## config.mk

```make
export PLATFORM = sky130hd
export DESIGN_NAME = cpk_capture
export DESIGN_NICKNAME = d
export VERILOG_FILES = /design/src/core/cpk_pkg.sv /design/src/core/cpk_capture.sv /design/src/core/cpk_sync2.sv /design/src/core/cpk_packer.sv
export SDC_FILE = /design/constraint.sdc
export NUM_CORES = 1
export LEC_CHECK = 0
export ABC_AREA = 1
export BUFFER_PORTS_ARGS = -buffer_cell sky130_fd_sc_hd__buf_2
export CORE_AREA = 5 5 310 160
export CTS_BUF_LIST = sky130_fd_sc_hd__clkbuf_16
export DETAILED_ROUTE_END_ITERATION = 10
export DIE_AREA = 0 0 315 165
export PLACE_DENSITY_LB_ADDON = 0.05
export SYNTH_ARGS = -nofsm -noshare
export SYNTH_HDL_FRONTEND = slang
export SYNTH_HIERARCHICAL = 1
export SYNTH_SLANG_ARGS = --single-unit
```

## constraint.sdc

```tcl
create_clock -name clk -period 8.6 [get_ports clk]
set_input_delay 2.15 -clock clk [delete_from_list [all_inputs] [get_ports clk]]
set_output_delay 2.15 -clock clk [all_outputs]
set_load 0.1 [all_outputs]
```

## src/core/cpk_pkg.sv

```systemverilog
package cpk_pkg;

    // ------------------------------------------------------------
    // Register map, byte addresses on the register bus.
    // ------------------------------------------------------------
    localparam int unsigned ADDR_W     = 8;
    localparam logic [7:0]  OFF_CTRL   = 8'h00;
    localparam logic [7:0]  OFF_RIS    = 8'h08;
    localparam logic [7:0]  OFF_IER    = 8'h0C;
    localparam logic [7:0]  OFF_MIS    = 8'h10;
    localparam logic [7:0]  OFF_ICR    = 8'h14;
    localparam logic [7:0]  OFF_CWSTRT = 8'h20;
    localparam logic [7:0]  OFF_CWSIZE = 8'h24;
    localparam logic [7:0]  OFF_DR     = 8'h28;

    // ------------------------------------------------------------
    // Interrupt sources, reset values and counter widths.
    // ------------------------------------------------------------
    localparam int unsigned IRQ_N      = 5;
    localparam int unsigned IRQ_LINE   = 0;
    localparam int unsigned IRQ_FRAME  = 1;
    localparam int unsigned IRQ_OVR    = 2;
    localparam int unsigned IRQ_FSYNC  = 3;
    localparam int unsigned IRQ_ERR    = 4;
    localparam logic [4:0]  IRQ_RST    = 5'h00;
    localparam logic [31:0] REG_RST    = 32'h0000_0000;
    localparam int unsigned CNT_W      = 14;
    localparam int unsigned PIN_W      = 11;

    localparam logic [1:0]  FMT_MONO   = 2'h0;
    localparam logic [1:0]  FMT_RGB    = 2'h1;
    localparam logic [1:0]  FMT_YCC    = 2'h2;
    localparam logic [1:0]  FMT_YONLY  = 2'h3;
    localparam logic [1:0]  BSM_ALL    = 2'h0;
    localparam logic [1:0]  BSM_HALF   = 2'h1;
    localparam logic [1:0]  BSM_QUART  = 2'h2;
    localparam logic [1:0]  BSM_TWO4   = 2'h3;

    // ------------------------------------------------------------
    // Carriers.
    // ------------------------------------------------------------
    typedef struct packed {
        logic [16:0] rsv;
        logic [1:0]  fmt;
        logic        oddLine;
        logic        lineSel;
        logic        oddByte;
        logic [1:0]  byteSel;
        logic        vsPol;
        logic        hsPol;
        logic        pckPol;
        logic        embSync;
        logic        jpeg;
        logic        crop;
        logic        snapshot;
        logic        capture;
    } cpk_ctrl_t;

    typedef struct packed {
        logic [1:0]       rsvHi;
        logic [CNT_W-1:0] vert;
        logic [1:0]       rsvLo;
        logic [CNT_W-1:0] horiz;
    } cpk_win_t;

    typedef struct packed {
        logic       pclk;
        logic       hsync;
        logic       vsync;
        logic [7:0] data;
    } cpk_pin_t;

endpackage : cpk_pkg

```

## src/core/cpk_capture.sv

```systemverilog
`timescale 1ns/1ps
module cpk_capture
(
    input  wire logic                       clk,
    input  wire logic                       reset,
    input  wire logic                       psel,
    input  wire logic                       penable,
    input  wire logic                       pwrite,
    input  wire logic [cpk_pkg::ADDR_W-1:0] paddr,
    input  wire logic [31:0]                pwdata,
    output logic      [31:0]                prdata,
    output logic                            pready,
    output logic                            pslverr,
    input  wire logic                       pixelClockIn,
    input  wire logic                       hsyncIn,
    input  wire logic                       vsyncIn,
    input  wire logic [7:0]                 camData,
    input  wire logic                       dmaAck,
    input  wire logic                       stopMode,
    output logic                            dmaReq,
    output logic [31:0]                     dmaData,
    output logic                            globalCameraIrq
);
    import cpk_pkg::*;

    typedef enum logic [1:0] {ST_IDLE, ST_WAIT, ST_FRAME} cpk_state_t;

    cpk_ctrl_t        ctrl_ff;
    cpk_ctrl_t        nxt_ctrl;
    cpk_win_t         cwStart_ff;
    cpk_win_t         cwSize_ff;
    cpk_state_t       st_ff;
    cpk_state_t       nxt_st;
    cpk_pin_t         pin;
    logic [PIN_W-1:0] pinSync;
    logic [IRQ_N-1:0] ier_ff;
    logic [IRQ_N-1:0] raw_ff;
    logic [IRQ_N-1:0] evt;
    logic [IRQ_N-1:0] clrPulse;
    logic [IRQ_N-1:0] mis;
    logic [31:0]      word;
    logic [31:0]      rdMux;
    logic [CNT_W-1:0] pixCnt_ff;
    logic [CNT_W-1:0] lineCnt_ff;
    logic             pclkPrev_ff, hActPrev_ff, vActPrev_ff, wordValid_ff, wordStb;
    logic             pixEdge, hAct, vAct, hRise, vRise, vFall, dataValid;
    logic             inFrame, startEdge, framing, lineEnd, frameEnd, keepByte, keepLine;
    logic             inWin, byteStb, consumed, overrun, hwClrCap, run, oddEff;
    logic             apbAccess, apbWr, apbSetup, addrHit;
    logic [1:0]       bsmEff;

    // ------------------------------------------------------------
    // Camera pins: synchronised, then edge detected on the local clock.
    // ------------------------------------------------------------
    cpk_sync2 #(.W(PIN_W)) u_sync (
        .clk   (clk),
        .reset (reset),
        .d     ({pixelClockIn, hsyncIn, vsyncIn, camData}),
        .q     (pinSync)
    );

    assign pin       = cpk_pin_t'(pinSync);
    assign run       = !stopMode;
    assign pixEdge   = run && (ctrl_ff.pckPol ? (pin.pclk && !pclkPrev_ff)
                                              : (!pin.pclk && pclkPrev_ff));
    assign hAct      = pin.hsync == ctrl_ff.hsPol;
    assign vAct      = pin.vsync == ctrl_ff.vsPol;
    assign hRise     = pixEdge && hAct && !hActPrev_ff;
    assign vRise     = pixEdge && vAct && !vActPrev_ff;
    assign vFall     = pixEdge && !vAct && vActPrev_ff;
    // In compressed mode the horizontal sync only qualifies data.
    assign dataValid = !hAct && !vAct;
    assign inFrame   = st_ff == ST_FRAME;
    assign startEdge = st_ff == ST_WAIT && ctrl_ff.capture && vFall;
    assign framing   = inFrame || startEdge;
    assign lineEnd   = inFrame && hRise && !ctrl_ff.jpeg;
    assign frameEnd  = inFrame && vRise;

    always_ff @(posedge clk)
    begin
        if (reset)
        begin
            pclkPrev_ff <= 1'b0;
            hActPrev_ff <= 1'b0;
            // Blanking is assumed after reset, so an idle camera gives no false edge.
            vActPrev_ff <= 1'b1;
        end
        else if (run)
        begin
            pclkPrev_ff <= pin.pclk;
            hActPrev_ff <= pixEdge ? hAct : hActPrev_ff;
            vActPrev_ff <= pixEdge ? vAct : vActPrev_ff;
        end
    end

    // ------------------------------------------------------------
    // Position counters; 14 bits cover 8192 pixels of two bytes.
    // ------------------------------------------------------------
    always_ff @(posedge clk)
    begin
        if (reset || !framing)
        begin
            pixCnt_ff  <= '0;
            lineCnt_ff <= '0;
        end
        else if (lineEnd)
        begin
            pixCnt_ff  <= '0;
            lineCnt_ff <= lineCnt_ff + 14'h0001;
        end
        else if (framing && pixEdge && dataValid && !ctrl_ff.jpeg)
        begin
            pixCnt_ff  <= pixCnt_ff + 14'h0001;
        end
    end

    // ------------------------------------------------------------
    // Window and decimation selection.
    // ------------------------------------------------------------
    assign inWin = !ctrl_ff.crop || ctrl_ff.jpeg ||
                   ((pixCnt_ff >= cwStart_ff.horiz) &&
                    ({1'b0, pixCnt_ff} < ({1'b0, cwStart_ff.horiz} + {1'b0, cwSize_ff.horiz})) &&
                    (lineCnt_ff >= cwStart_ff.vert) &&
                    ({1'b0, lineCnt_ff} < ({1'b0, cwStart_ff.vert} + {1'b0, cwSize_ff.vert})));

    // Y-only keeps the odd bytes of the interleaved chroma/luma stream.
    assign bsmEff   = (ctrl_ff.fmt == FMT_YONLY) ? BSM_HALF : ctrl_ff.byteSel;
    assign oddEff   = (ctrl_ff.fmt == FMT_YONLY) ? 1'b1 : ctrl_ff.oddByte;
    assign keepByte = ctrl_ff.jpeg ||
                      (bsmEff == BSM_ALL) ||
                      (bsmEff == BSM_HALF  && pixCnt_ff[0] == oddEff) ||
                      (bsmEff == BSM_QUART && pixCnt_ff[1:0] == 2'h0) ||
                      (bsmEff == BSM_TWO4  && !pixCnt_ff[1]);
    assign keepLine = ctrl_ff.jpeg || !ctrl_ff.lineSel ||
                      (lineCnt_ff[0] == ctrl_ff.oddLine);

    // Bytes enter in arrival order, so four mono pixels or two RGB565
    // pixels fill a word with the later pixel in the upper lanes.
    assign byteStb = framing && pixEdge && dataValid && keepByte && keepLine && inWin;

    cpk_packer u_pack (
        .clk      (clk),
        .reset    (reset),
        .byteStb  (byteStb),
        .byteData (pin.data),
        .flush    (frameEnd),
        .wordStb  (wordStb),
        .wordData (word)
    );

    // ------------------------------------------------------------
    // Output word and DMA request.
    // ------------------------------------------------------------
    assign consumed = dmaAck || (apbAccess && !pwrite && paddr == OFF_DR);
    assign overrun  = wordStb && wordValid_ff && !consumed;
    assign dmaReq   = wordValid_ff;

    always_ff @(posedge clk)
    begin
        if (reset)
        begin
            wordValid_ff <= 1'b0;
            dmaData      <= '0;
        end
        else
        begin
            wordValid_ff <= wordStb || (wordValid_ff && !consumed);
            dmaData      <= wordStb ? word : dmaData;
        end
    end

    // ------------------------------------------------------------
    // Capture sequencing.
    // ------------------------------------------------------------
    always_comb
    begin
        nxt_st   = st_ff;
        hwClrCap = 1'b0;
        case (st_ff)
            ST_IDLE:
            begin
                if (ctrl_ff.capture)
                    nxt_st = ST_WAIT;
            end
            ST_WAIT:
            begin
                if (!ctrl_ff.capture)
                    nxt_st = ST_IDLE;
                else if (vFall)
                    nxt_st = ST_FRAME;
            end
            ST_FRAME:
            begin
                if (overrun && ctrl_ff.snapshot)
                begin
                    nxt_st   = ST_IDLE;
                    hwClrCap = 1'b1;
                end
                else if (frameEnd)
                begin
                    hwClrCap = ctrl_ff.snapshot;
                    nxt_st   = (ctrl_ff.capture && !ctrl_ff.snapshot) ? ST_WAIT : ST_IDLE;
                end
            end
            default:
            begin
                nxt_st = ST_IDLE;
            end
        endcase
        if (!run)
        begin
            nxt_st   = st_ff;
            hwClrCap = 1'b0;
        end
    end

    always_ff @(posedge clk)
    begin
        if (reset)
            st_ff <= ST_IDLE;
        else
            st_ff <= nxt_st;
    end

    // ------------------------------------------------------------
    // Interrupt sources and status.
    // ------------------------------------------------------------
    always_comb
    begin
        evt            = '0;
        evt[IRQ_LINE]  = lineEnd;
        evt[IRQ_FRAME] = frameEnd;
        evt[IRQ_OVR]   = overrun;
        evt[IRQ_FSYNC] = vRise && !ctrl_ff.embSync;
        evt[IRQ_ERR]   = 1'b0;
    end

    assign clrPulse        = (apbWr && paddr == OFF_ICR) ? pwdata[IRQ_N-1:0] : '0;
    assign mis             = raw_ff & ier_ff;
    assign globalCameraIrq = |mis;

    always_ff @(posedge clk)
    begin
        if (reset)
            raw_ff <= IRQ_RST;
        else
            raw_ff <= (raw_ff & ~clrPulse) | evt;
    end

    // ------------------------------------------------------------
    // Register bus slave: no wait states, error on unmapped address.
    // ------------------------------------------------------------
    assign apbSetup  = psel && !penable;
    assign apbAccess = psel && penable;
    assign apbWr     = apbAccess && pwrite;
    assign pready    = 1'b1;
    assign addrHit   = paddr == OFF_CTRL || paddr == OFF_RIS || paddr == OFF_IER ||
                       paddr == OFF_MIS || paddr == OFF_ICR || paddr == OFF_CWSTRT ||
                       paddr == OFF_CWSIZE || paddr == OFF_DR;
    assign pslverr   = apbAccess && !addrHit;

    assign rdMux = (paddr == OFF_CTRL)   ? 32'(ctrl_ff) :
                   (paddr == OFF_RIS)    ? {27'h0, raw_ff} :
                   (paddr == OFF_IER)    ? {27'h0, ier_ff} :
                   (paddr == OFF_MIS)    ? {27'h0, mis} :
                   (paddr == OFF_CWSTRT) ? 32'(cwStart_ff) :
                   (paddr == OFF_CWSIZE) ? 32'(cwSize_ff) :
                   (paddr == OFF_DR)     ? dmaData : REG_RST;

    always_comb
    begin
        nxt_ctrl = ctrl_ff;
        if (apbWr && paddr == OFF_CTRL)
            nxt_ctrl = cpk_ctrl_t'(pwdata);
        nxt_ctrl.rsv = '0;
        if (hwClrCap)
            nxt_ctrl.capture = 1'b0;
    end

    always_ff @(posedge clk)
    begin
        if (reset)
        begin
            ctrl_ff    <= cpk_ctrl_t'(REG_RST);
            ier_ff     <= IRQ_RST;
            cwStart_ff <= cpk_win_t'(REG_RST);
            cwSize_ff  <= cpk_win_t'(REG_RST);
            prdata     <= REG_RST;
        end
        else
        begin
            ctrl_ff    <= nxt_ctrl;
            ier_ff     <= (apbWr && paddr == OFF_IER) ? pwdata[IRQ_N-1:0] : ier_ff;
            cwStart_ff <= (apbWr && paddr == OFF_CWSTRT) ? cpk_win_t'(pwdata & 32'h3FFF_3FFF)
                                                        : cwStart_ff;
            cwSize_ff  <= (apbWr && paddr == OFF_CWSIZE) ? cpk_win_t'(pwdata & 32'h3FFF_3FFF)
                                                        : cwSize_ff;
            prdata     <= apbSetup ? rdMux : prdata;
        end
    end

    // ------------------------------------------------------------
    // Checks.
    // ------------------------------------------------------------
    a_word_dma_req: assert property (@(posedge clk) disable iff (reset)
        wordStb |=> dmaReq && dmaData == $past(word))
        else $error("completed word raised no request");
    a_overrun_flag: assert property (@(posedge clk) disable iff (reset)
        wordStb && dmaReq && !consumed |=> raw_ff[IRQ_OVR])
        else $error("overrun not flagged");
    a_raw_sticky: assert property (@(posedge clk) disable iff (reset)
        raw_ff[IRQ_FRAME] && !clrPulse[IRQ_FRAME] |=> raw_ff[IRQ_FRAME])
        else $error("raw status lost without clear");
    a_mis_readback: assert property (@(posedge clk) disable iff (reset)
        apbSetup && paddr == OFF_MIS |=> prdata[IRQ_N-1:0] == ($past(raw_ff) & $past(ier_ff)))
        else $error("masked status read wrong");
    a_snap_clear: assert property (@(posedge clk) disable iff (reset)
        frameEnd && ctrl_ff.snapshot && run |=> !ctrl_ff.capture && st_ff == ST_IDLE)
        else $error("snapshot did not stop");
    a_line_irq_out: assert property (@(posedge clk) disable iff (reset)
        lineEnd && ier_ff[IRQ_LINE] |=> globalCameraIrq)
        else $error("enabled source missed global interrupt");
    a_fsync_nocap: assert property (@(posedge clk) disable iff (reset)
        vRise && !ctrl_ff.embSync && !clrPulse[IRQ_FSYNC] |=> raw_ff[IRQ_FSYNC])
        else $error("frame sync not flagged");
    a_err_embedded: assert property (@(posedge clk) disable iff (reset)
        $rose(raw_ff[IRQ_ERR]) |-> $past(ctrl_ff.embSync))
        else $error("order error outside embedded mode");
    a_cont_finish: assert property (@(posedge clk) disable iff (reset)
        inFrame && !frameEnd && !overrun |=> st_ff == ST_FRAME)
        else $error("frame abandoned early");
    a_stop_freeze: assert property (@(posedge clk) disable iff (reset)
        stopMode ##1 stopMode |-> $stable(pixCnt_ff) && $stable(st_ff))
        else $error("block moved while stopped");
endmodule : cpk_capture

```

## src/core/cpk_sync2.sv

```systemverilog
`timescale 1ns/1ps
module cpk_sync2 #(
    parameter int unsigned W = 1
) (
    input  wire logic         clk,
    input  wire logic         reset,
    input  wire logic [W-1:0] d,
    output logic      [W-1:0] q
);
    logic [W-1:0] meta_ff;

    always_ff @(posedge clk)
    begin
        if (reset)
        begin
            meta_ff <= '0;
            q       <= '0;
        end
        else
        begin
            meta_ff <= d;
            q       <= meta_ff;
        end
    end
endmodule : cpk_sync2

```

## src/core/cpk_packer.sv

```systemverilog
`timescale 1ns/1ps
module cpk_packer (
    input  wire logic        clk,
    input  wire logic        reset,
    input  wire logic        byteStb,
    input  wire logic [7:0]  byteData,
    input  wire logic        flush,
    output logic             wordStb,
    output logic      [31:0] wordData
);
    logic [31:0] acc_ff;
    logic [31:0] nxt_acc;
    logic [1:0]  cnt_ff;
    logic [1:0]  nxt_cnt;
    logic        nxt_stb;
    logic [31:0] nxt_word;

    // Earliest byte lands in the lowest lane; an emitted word clears the
    // accumulator so a flushed partial word carries zeros above its bytes.
    always_comb
    begin
        nxt_acc  = acc_ff;
        nxt_cnt  = cnt_ff;
        nxt_stb  = 1'b0;
        nxt_word = wordData;
        if (byteStb)
        begin
            nxt_acc[{cnt_ff, 3'h0} +: 8] = byteData;
            nxt_cnt = cnt_ff + 2'h1;
        end
        if ((byteStb && cnt_ff == 2'h3) || (flush && (byteStb || cnt_ff != 2'h0)))
        begin
            nxt_word = nxt_acc;
            nxt_stb  = 1'b1;
            nxt_acc  = '0;
            nxt_cnt  = 2'h0;
        end
    end

    always_ff @(posedge clk)
    begin
        if (reset)
        begin
            acc_ff   <= '0;
            cnt_ff   <= 2'h0;
            wordStb  <= 1'b0;
            wordData <= '0;
        end
        else
        begin
            acc_ff   <= nxt_acc;
            cnt_ff   <= nxt_cnt;
            wordStb  <= nxt_stb;
            wordData <= nxt_word;
        end
    end

    a_pad_partial: assert property (@(posedge clk) disable iff (reset)
        flush && !byteStb && cnt_ff == 2'h1 |=> wordStb && wordData[31:8] == 24'h0)
        else $error("partial word not zero padded");
    a_first_low_lane: assert property (@(posedge clk) disable iff (reset)
        byteStb && !flush && cnt_ff == 2'h0 |=> acc_ff[7:0] == $past(byteData))
        else $error("first byte not in lowest lane");
endmodule : cpk_packer

```

== Word-level counts from Yosys, hierarchy flattened ==
Cells that the tools add are included.
Word-level totals
  bits in registers: 268
  logic and storage cells: 193
Operators by class
  $add $sub $neg: 6
  order comparisons: 4
  equal/unequal tests: 21
  shift-type cells: 2
  mux-type cells: 25
  bitwise operators: 5
  reduce and logical (&&, ||, !) cells: 96
Operators by type and width (count)
  32-bit 2-to-1 mux: 8
  1-bit logical AND: 46
  32-bit bitwise mux: 1
  8-bit by 7-bit variable shift with 32-bit output, first input constant: 1
  8-bit by 7-bit variable part select with 32-bit output: 1
  14-bit by 14-bit adder with 15-bit output: 2
  14-bit by 15-bit < comparator with 1-bit output: 2
  14-bit by 1-bit adder with 14-bit output, second input constant: 2
  14-bit greater-or-equal comparator: 2
  8-bit by 6-bit equality test with 1-bit output, second input constant: 3
  1-bit logical OR: 21
  1-bit logical NOT: 18
  8-bit by 4-bit equality test with 1-bit output, second input constant: 2
  8-bit by 5-bit equality test with 1-bit output, second input constant: 2
  2-bit 2-to-1 mux: 6
  5-bit bitwise AND: 2
  2-bit equality test, second input constant: 5
  8-bit logical NOT: 1
  1-bit 2-to-1 mux: 8
  5-bit negation with 7-bit output: 1
  2-bit logical NOT: 3
  2-bit one-hot mux with 3 select lines: 1
  2-bit OR reduction: 3
  5-bit 2-to-1 mux: 1
  13 further kinds: 17

== Depth between registers and ports, before layout ==
  word-level depth: 17
  gate-level depth with buffers: 31
  gate-level depth less buffers: 29

== Modules after synthesis ==
The synthesis kept the hierarchy.
By module, submodules not included
  cpk_capture: times used 1, cells an instance 1459, area an instance 10375.0 sq um, seq. area each 3583.4 sq um
  cpk_packer: times used 1, cells an instance 383, area an instance 2807.7 sq um, seq. area each 1341.3 sq um
  cpk_sync2: times used 1, cells an instance 68, area an instance 628.1 sq um, seq. area each 440.4 sq um

== Least setup slack after synthesis ==
Ideal clock, no wire load.
  path type: in2out
  start: in paddr[0] (netlist name)
  end: out pslverr
  arrival time: 5556 ps
  required time: 6450 ps
  slack: 894 ps
  stages on the path: 8
  cell sequence: inv_1 nand3_1 nor2_2 inv_2 nor2_8 inv_2 nand3_1 nor4_1
Between the ends
  longest elaborated chain between the ends: 10
  elaborated cells on any way between the ends: 17
  classes of those cells: eq/ne (7); reduce/logical (10)
Ends and longest elaborated chain
  start, declared: RTL line cpk_capture.sv:9  | input wire logic [cpk_pkg::ADDR_W-1:0] paddr,
  8-bit by 4-bit equality test with 1-bit output / 8-bit logical NOT (equally long branches): RTL line cpk_capture.sv:257  | assign addrHit = paddr == OFF_CTRL || paddr == OFF_RIS || paddr == OFF_IER ||
  1-bit logical OR (3 in a row): RTL line cpk_capture.sv:257
  1-bit logical OR (3 in a row): RTL line cpk_capture.sv:258  | paddr == OFF_MIS || paddr == OFF_ICR || paddr == OFF_CWSTRT ||
  1-bit logical OR *: RTL line cpk_capture.sv:259  | paddr == OFF_CWSIZE || paddr == OFF_DR;
  1-bit logical NOT *: RTL line cpk_capture.sv:260  | assign pslverr = apbAccess && !addrHit;
  1-bit logical AND *: RTL line cpk_capture.sv:260
  end, declared: RTL line cpk_capture.sv:13  | output logic pslverr,
Mark *: on every way between the ends. The rest lies on a longest branch, timed or not.

== Worst setup path after layout ==
Same ends and word-level chain as after synthesis.

==> flow_metrics.env <==
export IMPL_clock_sinks=268
export IMPL_yosysUniqueCellTypes=55
export IMPL_numCtsBuffers=28
export IMPL_r2r_slack_ns=3.72
export IMPL_drive_gt1_share_pct=11.50
export IMPL_hold_depth=2
export IMPL_yosys_area_top_type="dfxtp_1"
export IMPL_port_buffer_count=121
export IMPL_worst_path_buf_inv=5
export IMPL_grt_util_all_layers_pct=18.93
export IMPL_postPlaceCellArea_mm2=0.01494
export IMPL_netlist_instances=1910
export IMPL_synthArstFlopShare_pct=0
export IMPL_synth_edf_count=0
export IMPL_setup_viol_count_final=0
export IMPL_hold_viol=0
export IMPL_critical_path_slowest_cell="buf_2"
export IMPL_layout_common_cells="nand2_1, dfxtp_1, a21oi_1"
export IMPL_hpwl_mm=37.70
export IMPL_cp_cell_sequence="buf_2 -> inv_1 -> nand3_1 -> nor2_2 -> inv_2 -> nor2_8 -> inv_2 -> nand3_1 -> nor4_1 -> buf_2"
export IMPL_drt_total_wl_mm=50.10
export IMPL_cts_path_max_buffers=3
export IMPL_drc=0
export IMPL_grt_pass1_vias=11837
export IMPL_gp_congestion=0.8693
export IMPL_row_count=56
export IMPL_num_fill_cells=5086
export IMPL_cp_max_fo=17
export IMPL_p_per_area_mw_per_mm2=162.9
export IMPL_tns_ns=0
export IMPL_cts_hold_fix_buffers=0
export IMPL_nets=2154
export IMPL_critPathTopFamily="buffers and inverters"
export IMPL_antenna_found_initial=0
export IMPL_worst_pin_slew_ns=0.8923
export IMPL_num_antenna_cells=0
export IMPL_hold_slack_ns=0.4018
export IMPL_arrival_ns=3.91
export IMPL_max_freq_ghz=0.1650
export IMPL_wl_per_cell_um=18.81
export IMPL_yosysSeqAreaShare_pct=38.85
export IMPL_regToRegEndpoint="u_pack/wordData[4]"
export IMPL_finalInstanceArea_mm2=0.01582
export IMPL_period_needed_ns=6.062
export IMPL_ant_nets=0
export IMPL_peakVddDrop_mv=0.1385
export IMPL_syn2layout_area_growth_pct=14.55
export IMPL_critPathMaxStageDelay_ns=0.52
export IMPL_path_class="input port to primary output"
export IMPL_worstHoldEndpoint="u_sync/q[0]"
export IMPL_synth_seq_cells=268
export IMPL_status="finished clean"
export IMPL_initial_core_util_pct=29.77
export IMPL_layout_commonest_cell="nand2_1"
export IMPL_via_per_inst=4.772
export IMPL_hp_class="flop to flop"
export IMPL_grt_start_max_net_pins=58
export IMPL_timing_slew_headroom_pct=40.45
export IMPL_root_buffer="clkbuf_16"
export IMPL_num_io_pins=126
export IMPL_drt_first_iter_violations=995
export IMPL_avgSynthCellArea_um2=7.231
export IMPL_gr_total_overflow=0
export IMPL_grt_pass1_wl_mm=75.36
export IMPL_slew_viol_final=0
export IMPL_cts_tree="built"
export IMPL_synthTopCellsByArea="dfxtp_1, nand2_1, a21oi_1, ha_1, inv_1"
export IMPL_cts_setup_buffers=0
export IMPL_min_period_over_period_pct=70.49
export IMPL_p_leak_nw=7.063
export IMPL_syn_area_mm2=0.01381
export IMPL_clkSlewWorstSetupHoldPaths_ns=0.06
export IMPL_cp_required_ns=6.45
export IMPL_die_area_mm2=0.05198
export IMPL_dieHeight_um=165
export IMPL_cts_resized=0
export IMPL_core_area_mm2=0.04638
export IMPL_skew_ns=0.01589
export IMPL_startpoint_type="input port"
export IMPL_reg2regPathDepth=28
export IMPL_timing_rr_start="cwStart_ff[0]"
export IMPL_dr_pass1_iters=5
export IMPL_endpoint_kind="primary output"
export IMPL_yosysWarnings=6
export IMPL_ys_flop_type="dfxtp_1"
export IMPL_max_cap_violations=0
export IMPL_synth_nets=2060
export IMPL_hp_start="u_sync/meta_ff[0]"
export IMPL_grt_setup_unrepaired="no"
export IMPL_vias=12713
export IMPL_synth_top_area_share_pct=38.85
export IMPL_die_x_um=315
export IMPL_cts_max_level=1
export IMPL_clock_latency_ns=0.57
[layer usage]
layer,track usage [%],share of wire (%),vias up
li1,-,-,6454
met2,25.85,37,292
met5,0,0,-
met4,2.640,1.3,0
met3,2.445,5.4,42
met1,31.37,56,5925
[cell type report]
cell class	instances	area (um^2)	area share, %
clock buffers	29	725.7	4.587
repair buffers	134	705.7	4.461
multi-input cells	1368	7307	46.19
well taps	638	798.3	5.046
inverters	204	765.7	4.840
clock inverters	23	152.6	0.9649
flip-flops and latches	268	5365	33.91
[cell families after synthesis]
| kind of cell | Yosys count | synth area share (%) |
|---|---|---|
| and+or+nand+nor | 809 | 25.86 |
| AOI/OAI and AO/OA | 432 | 16.39 |
| buffers and inverters | 274 | 8.281 |
| DFF | 268 | 38.85 |
| adders and majority gates | 92 | 8.444 |
| xor gates and xnor gates | 34 | 2.156 |
| other | 1 | 0.02715 |
[worst min-delay path, cell delays in order, from the launching register on]
cell and delay (ns):
dfxtp_1 0.29, inv_1 0.04, nor2_1 0.03
[stage by stage]
| step | instances | util [%] | setup WS [ns] | power (W) |
|---|---|---|---|---|
| after floorplan | 1910 | - | 0.8940 | 0.001351 |
| after global placement | 2612 | 32.21 | 2.601 | 0.001397 |
| after detailed placement | 2612 | 32.21 | 2.593 | 0.001397 |
| after CTS | 2664 | 34.11 | 2.590 | 0.002620 |
| after global routing | 2664 | 34.11 | 2.439 | 0.002685 |
| final | 2664 | 34.11 | 2.538 | 0.002577 |
[worst max-delay path by stage]
stage,startpoint,endpoint,depth (start not counted)
floorplan,paddr[0],pslverr,8
global placement,paddr[0],pslverr,10
detailed placement,paddr[0],pslverr,10
CTS,paddr[0],pslverr,10
global route,paddr[0],pslverr,10
finish,paddr[0],pslverr,10
[Yosys cell counts, types with 2 or more instances]
master,count
xnor2_1,13
nor2_2,5
clkbuf_1,32
nand3_1,105
nand3b_1,2
nor2_1,162
fa_1,2
nor2_4,11
nor3_1,21
ha_1,90
nand3_2,3
or2_0,2
xor2_1,21
nor2_8,3
dfxtp_1,268
nor3_2,2
o21a_1,4
nand2_1,452
clkinv_1,5
o21ai_0,129
o221ai_1,2
and3_1,3
a21oi_1,244
nand2_2,6
nor4_1,3
buf_4,5
nand2_4,4
nand4_1,15
o21bai_1,6
o211ai_1,3
buf_6,9
buf_2,23
inv_2,15
o21ai_1,24
inv_1,184
a221oi_1,8
a31oi_1,3
a21o_1,2
nor3b_1,3
[flip-flops by register name, indices dropped and copies added (netlist names), 2 cells and up]
| signal | count |
|---|---|
| dmaData | 32 |
| prdata | 32 |
| u_pack/acc_ff | 32 |
| u_pack/wordData | 32 |
| cwSize_ff | 28 |
| cwStart_ff | 28 |
| ctrl_ff | 15 |
| lineCnt_ff | 14 |
| pixCnt_ff | 14 |
| u_sync/meta_ff | 11 |
| u_sync/q | 11 |
| ier_ff | 5 |
| raw_ff | 5 |
| st_ff | 2 |
| u_pack/cnt_ff | 2 |
[where the power goes]
group          switching (W)  total (W)  internal [W]  leakage, nW
sequential        0.00000624    0.00126       0.00125         2.16
combinational      0.0000882   0.000113     0.0000244         4.45
clock               0.000541    0.00121      0.000667        0.453
(Power assumes the default switching activity.)
